==> src/rtl/flash_cmd_pkg.sv <==
package flash_cmd_pkg;

   // ==========================================================
   // Sizes
   localparam int ADDR_W      = 16;
   localparam int DATA_W      = 16;
   localparam int ARRAY_WORDS = 16;
   localparam int BLOCKS      = 4;
   localparam int PROT_WORDS  = 4;

   // ==========================================================
   // Command codes
   localparam logic [7:0] CMD_READ_ARRAY   = 8'hFF;
   localparam logic [7:0] CMD_READ_IDENT   = 8'h90;
   localparam logic [7:0] CMD_READ_STATUS  = 8'h70;
   localparam logic [7:0] CMD_READ_QUERY   = 8'h98;
   localparam logic [7:0] CMD_CLEAR_STATUS = 8'h50;
   localparam logic [7:0] CMD_SETUP_LOCK   = 8'h60;
   localparam logic [7:0] CMD_LOCK         = 8'h01;
   localparam logic [7:0] CMD_UNLOCK       = 8'hD0;
   localparam logic [7:0] CMD_LOCK_DOWN    = 8'h2F;
   localparam logic [7:0] CMD_SET_CONFIG   = 8'h03;
   localparam logic [7:0] CMD_PROT_SETUP   = 8'hC0;

   // ==========================================================
   // Read configuration word layout and reset value
   localparam int          CFG_MODE_BIT = 15;
   localparam int          CFG_LC_LSB   = 11;
   localparam int          CFG_WP_BIT   = 10;
   localparam int          CFG_BL_LSB   = 0;
   localparam logic [15:0] CFG_RESET    = 16'hBFCF;

   // ==========================================================
   // Status word layout and reset value
   localparam int         ST_READY    = 7;
   localparam int         ST_ERR_HIGH = 5;
   localparam int         ST_ERR_LOW  = 4;
   localparam logic [7:0] ST_RESET    = 8'h80;

   // ==========================================================
   // Identifier words (arbitrary values)
   localparam logic [15:0] MAKER_CODE  = 16'h00A5;
   localparam logic [15:0] PART_CODE   = 16'h005A;
   localparam logic [15:0] QUERY_WORD  = 16'h0011;

   // ==========================================================
   // Timing
   localparam int         CLK_PERIOD_NS = 4;
   localparam int         PROG_TIME_NS  = 1000;
   localparam int         PROG_CYCLES   = (PROG_TIME_NS + CLK_PERIOD_NS - 1) / CLK_PERIOD_NS;
   localparam logic [8:0] PROG_LOAD     = 9'(PROG_CYCLES - 1);

   // ==========================================================
   // Register offsets
   localparam logic [31:0] REG_ARRAY_INDEX = 32'h0000_0000;
   localparam logic [31:0] REG_ARRAY_DATA  = 32'h0000_0004;
   localparam logic [31:0] REG_STATUS      = 32'h0000_0008;
   localparam logic [31:0] REG_READ_CONFIG = 32'h0000_000C;
   localparam logic [31:0] REG_LOCK        = 32'h0000_0010;
   localparam logic [1:0]  RESP_OKAY       = 2'h0;
   localparam logic [1:0]  RESP_SLVERR     = 2'h2;

   // ==========================================================
   // Types
   typedef enum logic [1:0] {READ_ARRAY, READ_IDENT, READ_STATUS, READ_QUERY} read_state_type;
   typedef enum logic [1:0] {CMD_IDLE, CMD_LOCK_CFG, CMD_PROT} cmd_state_type;
   typedef enum logic [1:0] {BURST_IDLE, BURST_LATENCY, BURST_DATA} burst_state_type;

   typedef struct packed {
      logic [ADDR_W-1:0] addr;
      logic [DATA_W-1:0] dq;
      logic              chipEnableN;
      logic              outEnableN;
      logic              writeEnableN;
      logic              addr_valid_n;
      logic              flashClk;
   } pins_in_type;

   typedef struct packed {
      logic [DATA_W-1:0] dqOut;
      logic              dqOe;
      logic              waitOut;
   } pins_out_type;

   typedef struct packed {
      logic [31:0] awaddr;
      logic        awvalid;
      logic [31:0] wdata;
      logic [3:0]  wstrb;
      logic        wvalid;
      logic        bready;
      logic [31:0] araddr;
      logic        arvalid;
      logic        rready;
   } axi_req_type;

   typedef struct packed {
      logic        awready;
      logic        wready;
      logic [1:0]  bresp;
      logic        bvalid;
      logic        arready;
      logic [31:0] rdata;
      logic [1:0]  rresp;
      logic        rvalid;
   } axi_rsp_type;

endpackage

==> src/rtl/flash_cmd_read_ctrl.sv <==
// The address map and the AXI4-Lite register port were left to the implementer.
`timescale 1ns/1ps

// Contract
// - Code 60h starts a lock or configuration sequence; 01h, D0h, 2Fh or 03h are its second codes.
// - Any other code after the setup sets both status error bits.
// - Code 01h after setup locks the addressed block.
// - Code D0h after setup unlocks the block unless it is locked down.
// - Code 2Fh after setup locks down the addressed block.
// - Code C0h arms a protection program; next write latches address, data and programs.
// - After configuration setup, any code but 03h, 01h, D0h or 2Fh sets both status error bits.
// - Code 03h after setup loads address lines 15..0 into the read configuration word.
// - After a configuration update, reads return array data.
// - Reset selects asynchronous page reads; burst reads need a configuration update.
// - Four read states exist; reset enters the array state.
// - Read state changes by read commands, a configuration update, a setup error or a program; host reissues array read after operations.
// - Asynchronous page reads happen only while configuration bit 15 is set.
// - Wait output stays deasserted in asynchronous page mode.
// - Asynchronous address latches on address-valid rising, else follows while it stays low.
// - Clock input is ignored during asynchronous page reads.
// - Page mode senses four words; address bits 1..0 pick the driven word.
// - Burst address latches on address-valid deassertion or next clock edge while asserted.
// - First burst word follows the latency delay, later words on following edges.
// - Non-array burst reads repeat the same word until the burst length ends.
// - Configuration bit 15: zero is burst, one is page mode, one after reset.
// - Status error bits set only by the device, cleared only by command 50h or reset.
module flash_cmd_read_ctrl (
   input  wire logic                        clk,
   input  wire logic                        resetn,
   input  wire flash_cmd_pkg::pins_in_type  pinsIn,
   output      flash_cmd_pkg::pins_out_type pinsOut,
   input  wire flash_cmd_pkg::axi_req_type  axiReq,
   output      flash_cmd_pkg::axi_rsp_type  axiRsp
);
   import flash_cmd_pkg::*;

   // ==========================================================
   // State
   typedef struct packed {
      pins_in_type                      pinMeta;
      pins_in_type                      pinSync;
      logic                             prevClk;
      logic                             prevVld;
      logic                             prevWe;
      read_state_type                   readState;
      cmd_state_type                    cmdState;
      burst_state_type                  burstState;
      logic [7:0]                       statusWord;
      logic [15:0]                      readConfig;
      logic [ARRAY_WORDS-1:0][15:0]     array;
      logic [BLOCKS-1:0]                locked;
      logic [BLOCKS-1:0]                lockedDown;
      logic [PROT_WORDS-1:0][15:0]      prot;
      logic                             busy;
      logic [8:0]                       progCnt;
      logic [1:0]                       progAddr;
      logic [15:0]                      progData;
      logic [15:0]                      latchAddr;
      logic [3:0][15:0]                 pageBuf;
      logic [15:0]                      burstAddr;
      logic [2:0]                       latency;
      logic [4:0]                       beats;
      pins_out_type                     pinOut;
      logic                             bvalid;
      logic [1:0]                       bresp;
      logic                             rvalid;
      logic [1:0]                       rresp;
      logic [31:0]                      rdata;
      logic [3:0]                       arrayIndex;
   } state_type;

   state_type   s;
   state_type   next_s;
   pins_in_type host;
   logic        clkRise;
   logic        vldRise;
   logic        vldFall;
   logic        writeEvt;
   logic        readEn;
   logic        asyncMode;
   logic [1:0]  blk;
   logic        writeTake;

   // ==========================================================
   // Read data selection by read state
   function automatic logic [15:0] readWord(input state_type st, input logic [15:0] a, input logic [15:0] arrayWord);
      logic [15:0] w;
      w = 16'h0000;
      case (st.readState)
         READ_ARRAY: begin
            w = arrayWord;
         end
         READ_IDENT: begin
            case (a[3:0])
               4'h0: w = MAKER_CODE;
               4'h1: w = PART_CODE;
               4'h2: w = {15'h0000, st.locked[a[5:4]]} | {14'h0000, st.lockedDown[a[5:4]], 1'b0};
               4'h5: w = st.readConfig;
               4'h8, 4'h9, 4'hA, 4'hB: w = st.prot[a[1:0]];
               default: w = 16'h0000;
            endcase
         end
         READ_STATUS: begin
            w = {8'h00, st.statusWord};
         end
         default: begin
            w = QUERY_WORD;
         end
      endcase
      return w;
   endfunction

   // ==========================================================
   // Burst length decode
   function automatic logic [4:0] burstBeats(input logic [2:0] code);
      logic [4:0] b;
      case (code)
         3'h2: b = 5'h07;
         3'h3: b = 5'h0F;
         default: b = 5'h03;
      endcase
      return b;
   endfunction

   // ==========================================================
   // Pin events
   assign host      = s.pinSync;
   assign clkRise   = host.flashClk & ~s.prevClk;
   assign vldRise   = host.addr_valid_n & ~s.prevVld;
   assign vldFall   = ~host.addr_valid_n & s.prevVld;
   assign writeEvt  = host.writeEnableN & ~s.prevWe & ~host.chipEnableN;
   assign readEn    = ~host.chipEnableN & ~host.outEnableN & host.writeEnableN;
   assign asyncMode = s.readConfig[CFG_MODE_BIT];
   assign blk       = host.addr[3:2];
   assign writeTake = axiReq.awvalid & axiReq.wvalid & ~s.bvalid;

   // ==========================================================
   // Next state
   always_comb begin
      next_s = s;
      next_s.pinMeta = pinsIn;
      next_s.pinSync = s.pinMeta;
      next_s.prevClk = host.flashClk;
      next_s.prevVld = host.addr_valid_n;
      next_s.prevWe  = host.writeEnableN;

      // Protection program algorithm
      if (s.busy) begin
         if (s.progCnt == 9'h000) begin
            next_s.busy                 = 1'b0;
            next_s.prot[s.progAddr]     = s.prot[s.progAddr] & s.progData;
            next_s.statusWord[ST_READY] = 1'b1;
         end else begin
            next_s.progCnt = s.progCnt - 9'h001;
         end
      end

      // Command interpreter
      if (writeEvt) begin
         if (s.busy) begin
            if (host.dq[7:0] == CMD_READ_STATUS) begin
               next_s.readState = READ_STATUS;
            end
         end else begin
            case (s.cmdState)
               CMD_LOCK_CFG: begin
                  next_s.cmdState = CMD_IDLE;
                  case (host.dq[7:0])
                     CMD_LOCK: begin
                        next_s.locked[blk] = 1'b1;
                     end
                     CMD_UNLOCK: begin
                        if (!s.lockedDown[blk]) begin
                           next_s.locked[blk] = 1'b0;
                        end
                     end
                     CMD_LOCK_DOWN: begin
                        next_s.locked[blk]     = 1'b1;
                        next_s.lockedDown[blk] = 1'b1;
                     end
                     CMD_SET_CONFIG: begin
                        next_s.readConfig = host.addr;
                        next_s.readState  = READ_ARRAY;
                     end
                     default: begin
                        next_s.statusWord[ST_ERR_HIGH] = 1'b1;
                        next_s.statusWord[ST_ERR_LOW]  = 1'b1;
                        next_s.readState               = READ_STATUS;
                     end
                  endcase
               end
               CMD_PROT: begin
                  next_s.cmdState             = CMD_IDLE;
                  next_s.busy                 = 1'b1;
                  next_s.progCnt              = PROG_LOAD;
                  next_s.progAddr             = host.addr[1:0];
                  next_s.progData             = host.dq;
                  next_s.statusWord[ST_READY] = 1'b0;
                  next_s.readState            = READ_STATUS;
               end
               default: begin
                  case (host.dq[7:0])
                     CMD_READ_ARRAY: begin
                        next_s.readState = READ_ARRAY;
                     end
                     CMD_READ_IDENT: begin
                        next_s.readState = READ_IDENT;
                     end
                     CMD_READ_STATUS: begin
                        next_s.readState = READ_STATUS;
                     end
                     CMD_READ_QUERY: begin
                        next_s.readState = READ_QUERY;
                     end
                     CMD_CLEAR_STATUS: begin
                        next_s.statusWord[ST_ERR_HIGH] = 1'b0;
                        next_s.statusWord[ST_ERR_LOW]  = 1'b0;
                     end
                     CMD_SETUP_LOCK: begin
                        next_s.cmdState = CMD_LOCK_CFG;
                     end
                     CMD_PROT_SETUP: begin
                        next_s.cmdState = CMD_PROT;
                     end
                     default: begin
                        next_s.cmdState = CMD_IDLE;
                     end
                  endcase
               end
            endcase
         end
      end

      // Read path
      if (asyncMode) begin
         next_s.burstState = BURST_IDLE;
         if (!host.addr_valid_n) begin
            next_s.latchAddr = host.addr;
            for (int i = 0; i < 4; i++) begin
               next_s.pageBuf[i] = s.array[{host.addr[3:2], 2'(i)}];
            end
         end
         next_s.pinOut.dqOut   = readWord(s, {s.latchAddr[15:2], host.addr[1:0]}, s.pageBuf[host.addr[1:0]]);
         next_s.pinOut.waitOut = ~s.readConfig[CFG_WP_BIT];
      end else begin
         if (host.chipEnableN) begin
            next_s.burstState = BURST_IDLE;
         end else begin
            case (s.burstState)
               BURST_IDLE: begin
                  if (vldRise || (clkRise && !host.addr_valid_n)) begin
                     next_s.latchAddr  = host.addr;
                     next_s.burstAddr  = host.addr;
                     next_s.latency    = s.readConfig[CFG_LC_LSB +: 3];
                     next_s.burstState = BURST_LATENCY;
                  end
               end
               BURST_LATENCY: begin
                  if (vldFall) begin
                     next_s.burstState = BURST_IDLE;
                  end else if (clkRise) begin
                     if (s.latency <= 3'h1) begin
                        next_s.pinOut.dqOut = readWord(s, s.burstAddr, s.array[s.burstAddr[3:0]]);
                        next_s.beats        = burstBeats(s.readConfig[CFG_BL_LSB +: 3]);
                        next_s.burstState   = BURST_DATA;
                     end else begin
                        next_s.latency = s.latency - 3'h1;
                     end
                  end
               end
               BURST_DATA: begin
                  if (vldFall) begin
                     next_s.burstState = BURST_IDLE;
                  end else if (clkRise && (s.beats != 5'h00 || s.readConfig[CFG_BL_LSB +: 3] == 3'h7)) begin
                     if (s.readState == READ_ARRAY) begin
                        next_s.burstAddr    = s.burstAddr + 16'h0001;
                        next_s.pinOut.dqOut = readWord(s, s.burstAddr + 16'h0001,
                                                       s.array[4'(s.burstAddr[3:0] + 4'h1)]);
                     end else begin
                        next_s.pinOut.dqOut = readWord(s, s.burstAddr, 16'h0000);
                     end
                     next_s.beats = s.beats - 5'h01;
                  end
               end
               default: begin
                  next_s.burstState = BURST_IDLE;
               end
            endcase
         end
         next_s.pinOut.waitOut = (next_s.burstState == BURST_LATENCY) ^ ~s.readConfig[CFG_WP_BIT];
      end
      next_s.pinOut.dqOe = readEn;

      // Register bus write
      if (writeTake) begin
         next_s.bvalid = 1'b1;
         next_s.bresp  = RESP_OKAY;
         case (axiReq.awaddr)
            REG_ARRAY_INDEX: begin
               if (axiReq.wstrb[0]) begin
                  next_s.arrayIndex = axiReq.wdata[3:0];
               end
            end
            REG_ARRAY_DATA: begin
               if (axiReq.wstrb[0]) begin
                  next_s.array[s.arrayIndex][7:0] = axiReq.wdata[7:0];
               end
               if (axiReq.wstrb[1]) begin
                  next_s.array[s.arrayIndex][15:8] = axiReq.wdata[15:8];
               end
               next_s.arrayIndex = s.arrayIndex + 4'h1;
            end
            REG_STATUS, REG_READ_CONFIG, REG_LOCK: begin
               next_s.bresp = RESP_OKAY;
            end
            default: begin
               next_s.bresp = RESP_SLVERR;
            end
         endcase
      end else if (s.bvalid && axiReq.bready) begin
         next_s.bvalid = 1'b0;
      end

      // Register bus read
      if (axiReq.arvalid && !s.rvalid) begin
         next_s.rvalid = 1'b1;
         next_s.rresp  = RESP_OKAY;
         case (axiReq.araddr)
            REG_ARRAY_INDEX: next_s.rdata = {28'h0000000, s.arrayIndex};
            REG_ARRAY_DATA:  next_s.rdata = {16'h0000, s.array[s.arrayIndex]};
            REG_STATUS:      next_s.rdata = {17'h00000, s.busy, s.burstState, s.cmdState, s.readState, s.statusWord};
            REG_READ_CONFIG: next_s.rdata = {16'h0000, s.readConfig};
            REG_LOCK:        next_s.rdata = {24'h000000, s.lockedDown, s.locked};
            default: begin
               next_s.rdata = 32'h0000_0000;
               next_s.rresp = RESP_SLVERR;
            end
         endcase
      end else if (s.rvalid && axiReq.rready) begin
         next_s.rvalid = 1'b0;
      end
   end

   // ==========================================================
   // Registers
   always_ff @(posedge clk) begin
      if (!resetn) begin
         s                  <= '0;
         s.pinMeta.addr_valid_n <= 1'b1;
         s.pinSync.addr_valid_n <= 1'b1;
         s.pinMeta.writeEnableN <= 1'b1;
         s.pinSync.writeEnableN <= 1'b1;
         s.pinMeta.chipEnableN  <= 1'b1;
         s.pinSync.chipEnableN  <= 1'b1;
         s.pinMeta.outEnableN   <= 1'b1;
         s.pinSync.outEnableN   <= 1'b1;
         s.prevVld          <= 1'b1;
         s.prevWe           <= 1'b1;
         s.readState        <= READ_ARRAY;
         s.cmdState         <= CMD_IDLE;
         s.burstState       <= BURST_IDLE;
         s.statusWord       <= ST_RESET;
         s.readConfig       <= CFG_RESET;
         s.prot             <= '1;
         s.pinOut.waitOut   <= ~CFG_RESET[CFG_WP_BIT];
      end else begin
         s <= next_s;
      end
   end

   // ==========================================================
   // Outputs
   assign pinsOut        = s.pinOut;
   assign axiRsp.awready = writeTake;
   assign axiRsp.wready  = writeTake;
   assign axiRsp.bresp   = s.bresp;
   assign axiRsp.bvalid  = s.bvalid;
   assign axiRsp.arready = ~s.rvalid;
   assign axiRsp.rdata   = s.rdata;
   assign axiRsp.rresp   = s.rresp;
   assign axiRsp.rvalid  = s.rvalid;

endmodule // flash_cmd_read_ctrl

==> config.mk <==
export PLATFORM = sky130hd
export DESIGN_NAME = flash_cmd_read_ctrl
export DESIGN_NICKNAME = d
export VERILOG_FILES = /design/src/rtl/flash_cmd_pkg.sv /design/src/rtl/flash_cmd_read_ctrl.sv
export SDC_FILE = /design/constraint.sdc
export NUM_CORES = 2
export LEC_CHECK = 0
export BUFFER_PORTS_ARGS = -buffer_cell sky130_fd_sc_hd__buf_2
export CAP_MARGIN = 25
export CORE_MARGIN = 3
export CORE_UTILIZATION = 65
export CTS_CLUSTER_SIZE = 14
export DETAILED_ROUTE_END_ITERATION = 16
export PLACE_DENSITY_LB_ADDON = 0.2
export SYNTH_ARGS = -nofsm -noshare
export SYNTH_HDL_FRONTEND = slang
export SYNTH_SLANG_ARGS = --single-unit
export TNS_END_PERCENT = 5
==> constraint.sdc <==
create_clock -name clk -period 6.32 [get_ports clk]
set_input_delay 1.264 -clock clk [delete_from_list [all_inputs] [get_ports clk]]
set_output_delay 1.264 -clock clk [all_outputs]
set_load 0.02 [all_outputs]
* Word-level counts from Yosys, hierarchy flattened
Cells that the tools add are included.
** Word-level totals
- Output and inout port bits :: 59
- Input port bits :: 144
- Flip-flop bits (word level) :: 612
** Operators by class
- Reductions and logical operators :: 57
- $add $sub $neg :: 6
- Equality and inequality tests :: 64
- Bitwise gates (word level) :: 30
- Muxes and demuxes :: 114
- Order comparisons :: 17
** Operators by type and width (number)
- $mux 256 :: 4
- $bwmux 256 :: 2
- $mux 16 :: 19
- $bmux 16 s2 :: 8
- $pmux 16 s5 :: 3
- $bmux 16 s4 :: 3
- $demux 16 s4 :: 2
- $eq 32x4->1 const B :: 4
- $pmux 16 s3 :: 2
- $mux 28 :: 3
- $mux 70 :: 1
- $bwmux 64 :: 1
- $eq 32x3->1 const B :: 2
- $eq 32x5->1 const B :: 2
- $logic_not 32->1 :: 2
- $pmux 16 s2 :: 2
- $mux 21 :: 3
- $mux 24 :: 2
- $pmux 21 s2 :: 1
- $eq 8x8->1 const B :: 5
- $lt 4x5->1 const B :: 7
- $demux 16 s2 :: 1
- $eq 4x4->1 const B :: 8
- $pmux 4 s2 :: 4
- other kinds (67) :: 197

* Longest topological paths before layout
- Depth in word-level cells :: 11
- Depth in mapped cells :: 15
- Depth with buffers taken out :: 9

* Worst setup path after synthesis
No wires, ideal clock.
- Path kind :: flip-flop to flip-flop
- Start point :: register s[69] (netlist bit)
- End point :: register s (netlist bit pinsOut[9])
- Setup slack :: 2.988 ns
- Cell stages (with the launch flop) :: 13
- Data arrival time :: 3.172 ns
- Library setup time :: 0.160 ns
- Period minus slack after synthesis :: 3.332 ns
- Data required time :: 6.160 ns
- Cells stage by stage :: dfxtp_1 > buf_2 > buf_6 > buf_2 > buf_2 > inv_1 > ha_1 > clkbuf_1 > clkbuf_1 > mux4_2 > mux4_2 > a22oi_1 > a31oi_1
** Between the ends
- Word-level cells in the longest chain between the ends :: 10
- Elaborated cells between the ends (all ways) :: 28
- Classes of those cells :: add/sub (1); eq/ne (7); mux (18); reduce/logical (2)
** Ends and longest elaborated chain
- from (decl) :: RTL line flash_cmd_read_ctrl.sv:72 : state_type s;
- from (signal assigned) :: RTL line flash_cmd_read_ctrl.sv:367 : s <= next_s;
- branches (longest 7 deep; another with $add 4x1->4)
- $pmux 21 s2 * :: RTL line flash_cmd_read_ctrl.sv:249 : case (s.burstState)
- $mux 16 * :: RTL line flash_cmd_read_ctrl.sv:246 : if (host.chipEnableN) begin
- $mux 16 * :: RTL line flash_cmd_read_ctrl.sv:235 : if (asyncMode) begin
Every way passes the cells marked *. The select of a mux whose other input is x is not followed.
A chain may end at the register's enable or synchronous reset.

* Final worst setup path
- Start point :: register s[69] (netlist bit)
- End point :: register s (netlist bit pinsOut[14])
The elaborated chain is that of the path after synthesis.

==> impl_metrics.tcl <==
set metrics [dict create \
    cap_violations 0 \
    yosys.area.top_type_share 0.3639 \
    drtIter0Drc 3460 \
    wl_per_cell_um 26.11 \
    synth_cells 3081 \
    mostFrequentLayoutCells "673 x nand2_1, 570 x dfxtp_1, 344 x mux4_2" \
    io_pins 203 \
    seq_area_frac_synth 0.3639 \
    coreArea_um2 48150 \
    die_y_um 227.8 \
    num_vias 26150 \
    irDropWorstVdd_mv 0.2304 \
    clock.fmax_mhz 255.8 \
    syn_avg_cell_area_um2 10.38 \
    grt_start_max_net_pins 164 \
    required_ns 6.84 \
    crit_path_end_kind "flop" \
    fin_util 0.7205 \
    drcViolationCount 0 \
    leakagePower_nw 13.50 \
    fillCellCount 3459 \
    maxSlewHeadroom 0.2750 \
    cp_data_arrival_time_ns 4.43 \
    vias_per_cell 6.941 \
    yosys-top-cells-area "dfxtp_1 36%, mux4_2 24%, mux2i_1 8.8%" \
    totalWireLength_mm 98.37 \
    p_per_area_nw_per_um2 221.0 \
    start_util 0.6639 \
    p_total_mw 7.668 \
    startpoint_type "flop" \
    yosys.area.top_type "dfxtp_1" \
    die_w_um 227.8 \
    port_buffers 166 \
    clock-sinks 581 \
    worstHoldPathType "reg2reg" \
    synth_cell_types 76 \
    rsz0062_at_grt "false" \
    cpPeakStageDelay_ns 0.82 \
    path_class "reg2reg" \
    nets 3226 \
    hold_viol 0 \
    synth_ff_type "dfxtp_1" \
    htreeDepth 2 \
    pre_cts_slack_ns 2.033 \
    synth_edf_count 0 \
    gp_congestion 0.9584 \
    synthArstFlopShare 0 \
    cts_root_buf "clkbuf_16" \
    cp_num_buf_inv 2 \
    cts_tree "yes" \
    path_cells "inv_1 > ha_2 > buf_12 > mux4_2 > nand2_1 > a21oi_1 > a2111oi_1 > o21ai_1 > o211a_1" \
    yosysWarnings 0 \
    grt_pass1_vias 25880 \
    grt_usage 0.3686 \
    antenna_found_initial 2 \
    timing.final.crit_share 0.6186 \
    clk_path_buf_depth 3 \
    layout_setup_ws_ns 2.411 \
    clock_latency_ns 0.63 \
    fin_cells 3768 \
    min_period_ns 3.909 \
    fin_setup_tns_ns 0 \
    grt_pass1_wl_mm 150.0 \
    outcome "completed" \
    tightest_slew_ns 1.085 \
    drive_gt1_frac 0.2353 \
    critPathSlowestCell "a2111oi_1" \
    fp-row-count 80 \
    finalMaxSlewViolations 0 \
    overflow 0 \
    netlist_area_um2 31970 \
    clock_skew_ns 0.009996 \
    cts_hold_buf 0 \
    die_area_um2 51870 \
    layout_commonest_cell "nand2_1" \
    ant_nets 0 \
    path_clk_slew_ns 0.06 \
    dp_cells 3655 \
    path_delay_family "compound AO/OA/AOI/OAI gates" \
    dr.pass1.iters 6 \
    path_max_fanout 48 \
    cts_setup_buffers 0 \
    setup_viol 0 \
    numCtsBuffers 59 \
    area_growth_pct 8.517 \
    cts_resized 0 \
    ys_ff_latch 581 \
    dp_hpwl_mm 63.70 \
]
-- worst paths after layout --
path	start	endpoint	slack, ns	cells past startpoint
worst max-delay path	s[69]$_SDFFE_PN0P_	pinsOut[14]$_SDFFE_PN0P_	2.41	9
worst min-delay path	host[3]$_SDFF_PN1_	pinsOut[1]$_SDFF_PN0_	0.40	1
worst max register to register	s[69]$_SDFFE_PN0P_	pinsOut[14]$_SDFFE_PN0P_	2.41	9
worst min register to register	host[3]$_SDFF_PN1_	pinsOut[1]$_SDFF_PN0_	0.40	1
-- Yosys cell counts, drive strengths merged (26+ instances only) --
master and instances:
o21ai 88, inv 26, o211ai 37, dfxtp 581, clkbuf 170, mux4 351
mux2i 280, nand2 673, buf 140, nor2 86, and2 80, nand2b 29
nand3 75, a21oi 172
-- area by class of cell --
cell class	count	area [µm²]	area share
multi-input combinational	2181	18820	0.5424
inverter	26	100.1	0.002886
timing repair buffer	214	1264	0.03643
clock inverter	27	274.0	0.007899
antenna	1	2.502	0.00007214
sequential	581	11650	0.3360
clock buffer	82	1757	0.05064
tap	656	820.8	0.02366
-- where the power goes --
| group | internal, mW | switching, mW |
|---|---|---|
| Clock | 2.14 | 1.51 |
| Sequential | 3.69 | 0.0244 |
| Combinational | 0.0973 | 0.204 |
| Total | 5.93 | 1.74 |
-- worst register-to-register path: cells and delay by family (launching register included) --
kind                       cells  cell delay [ns]
AOI/OAI and AO/OA              4             1.24
adders and majority gates      1             0.79
buffers and inverters          2             0.62
DFF                            1             0.67
muxes                          1             0.38
and+or+nand+nor                1             0.09
-- kinds of logic after synthesis --
family,Yosys count,share of synthesized area
AOI/OAI and AO/OA,436,0.08427
DFF,581,0.3639
buffers and inverters,336,0.05073
muxes,654,0.3439
and+or+nand+nor,1043,0.1464
adders and majority gates,19,0.007437
xor gates and xnor gates,11,0.003249
other,1,0.0001173
-- state kept, by name, summed over array words and instances, names as in the netlist, named ones only --
name / flops
axiRsp: 20
host: 35
next_s: 37
pinsOut: 18
asyncMode: 1
blk: 2
s: 464
-- metal layers --
metal,share of wire,wire length (µm),vias to the layer above,GRT usage
li1,-,-,11200,-
met1,0.36,35090,12710,0.4574
met2,0.46,44820,1784,0.5776
met3,0.12,11570,451,0.1007
met4,0.070,6889,2,0.2254
met5,0.00011,11,-,0
-- through the flow --
| stage | cell area, µm² | hold slack (ns) |
|---|---|---|
| floorplan | 32030 | 0.3763 |
| global placement | 32590 | 0.3956 |
| detailed placement | 32620 | 0.3897 |
| CTS | 34650 | 0.4146 |
| global route | 34690 | 0.4192 |
| finish | 34690 | 0.3997 |
(Power assumes the default switching activity.)
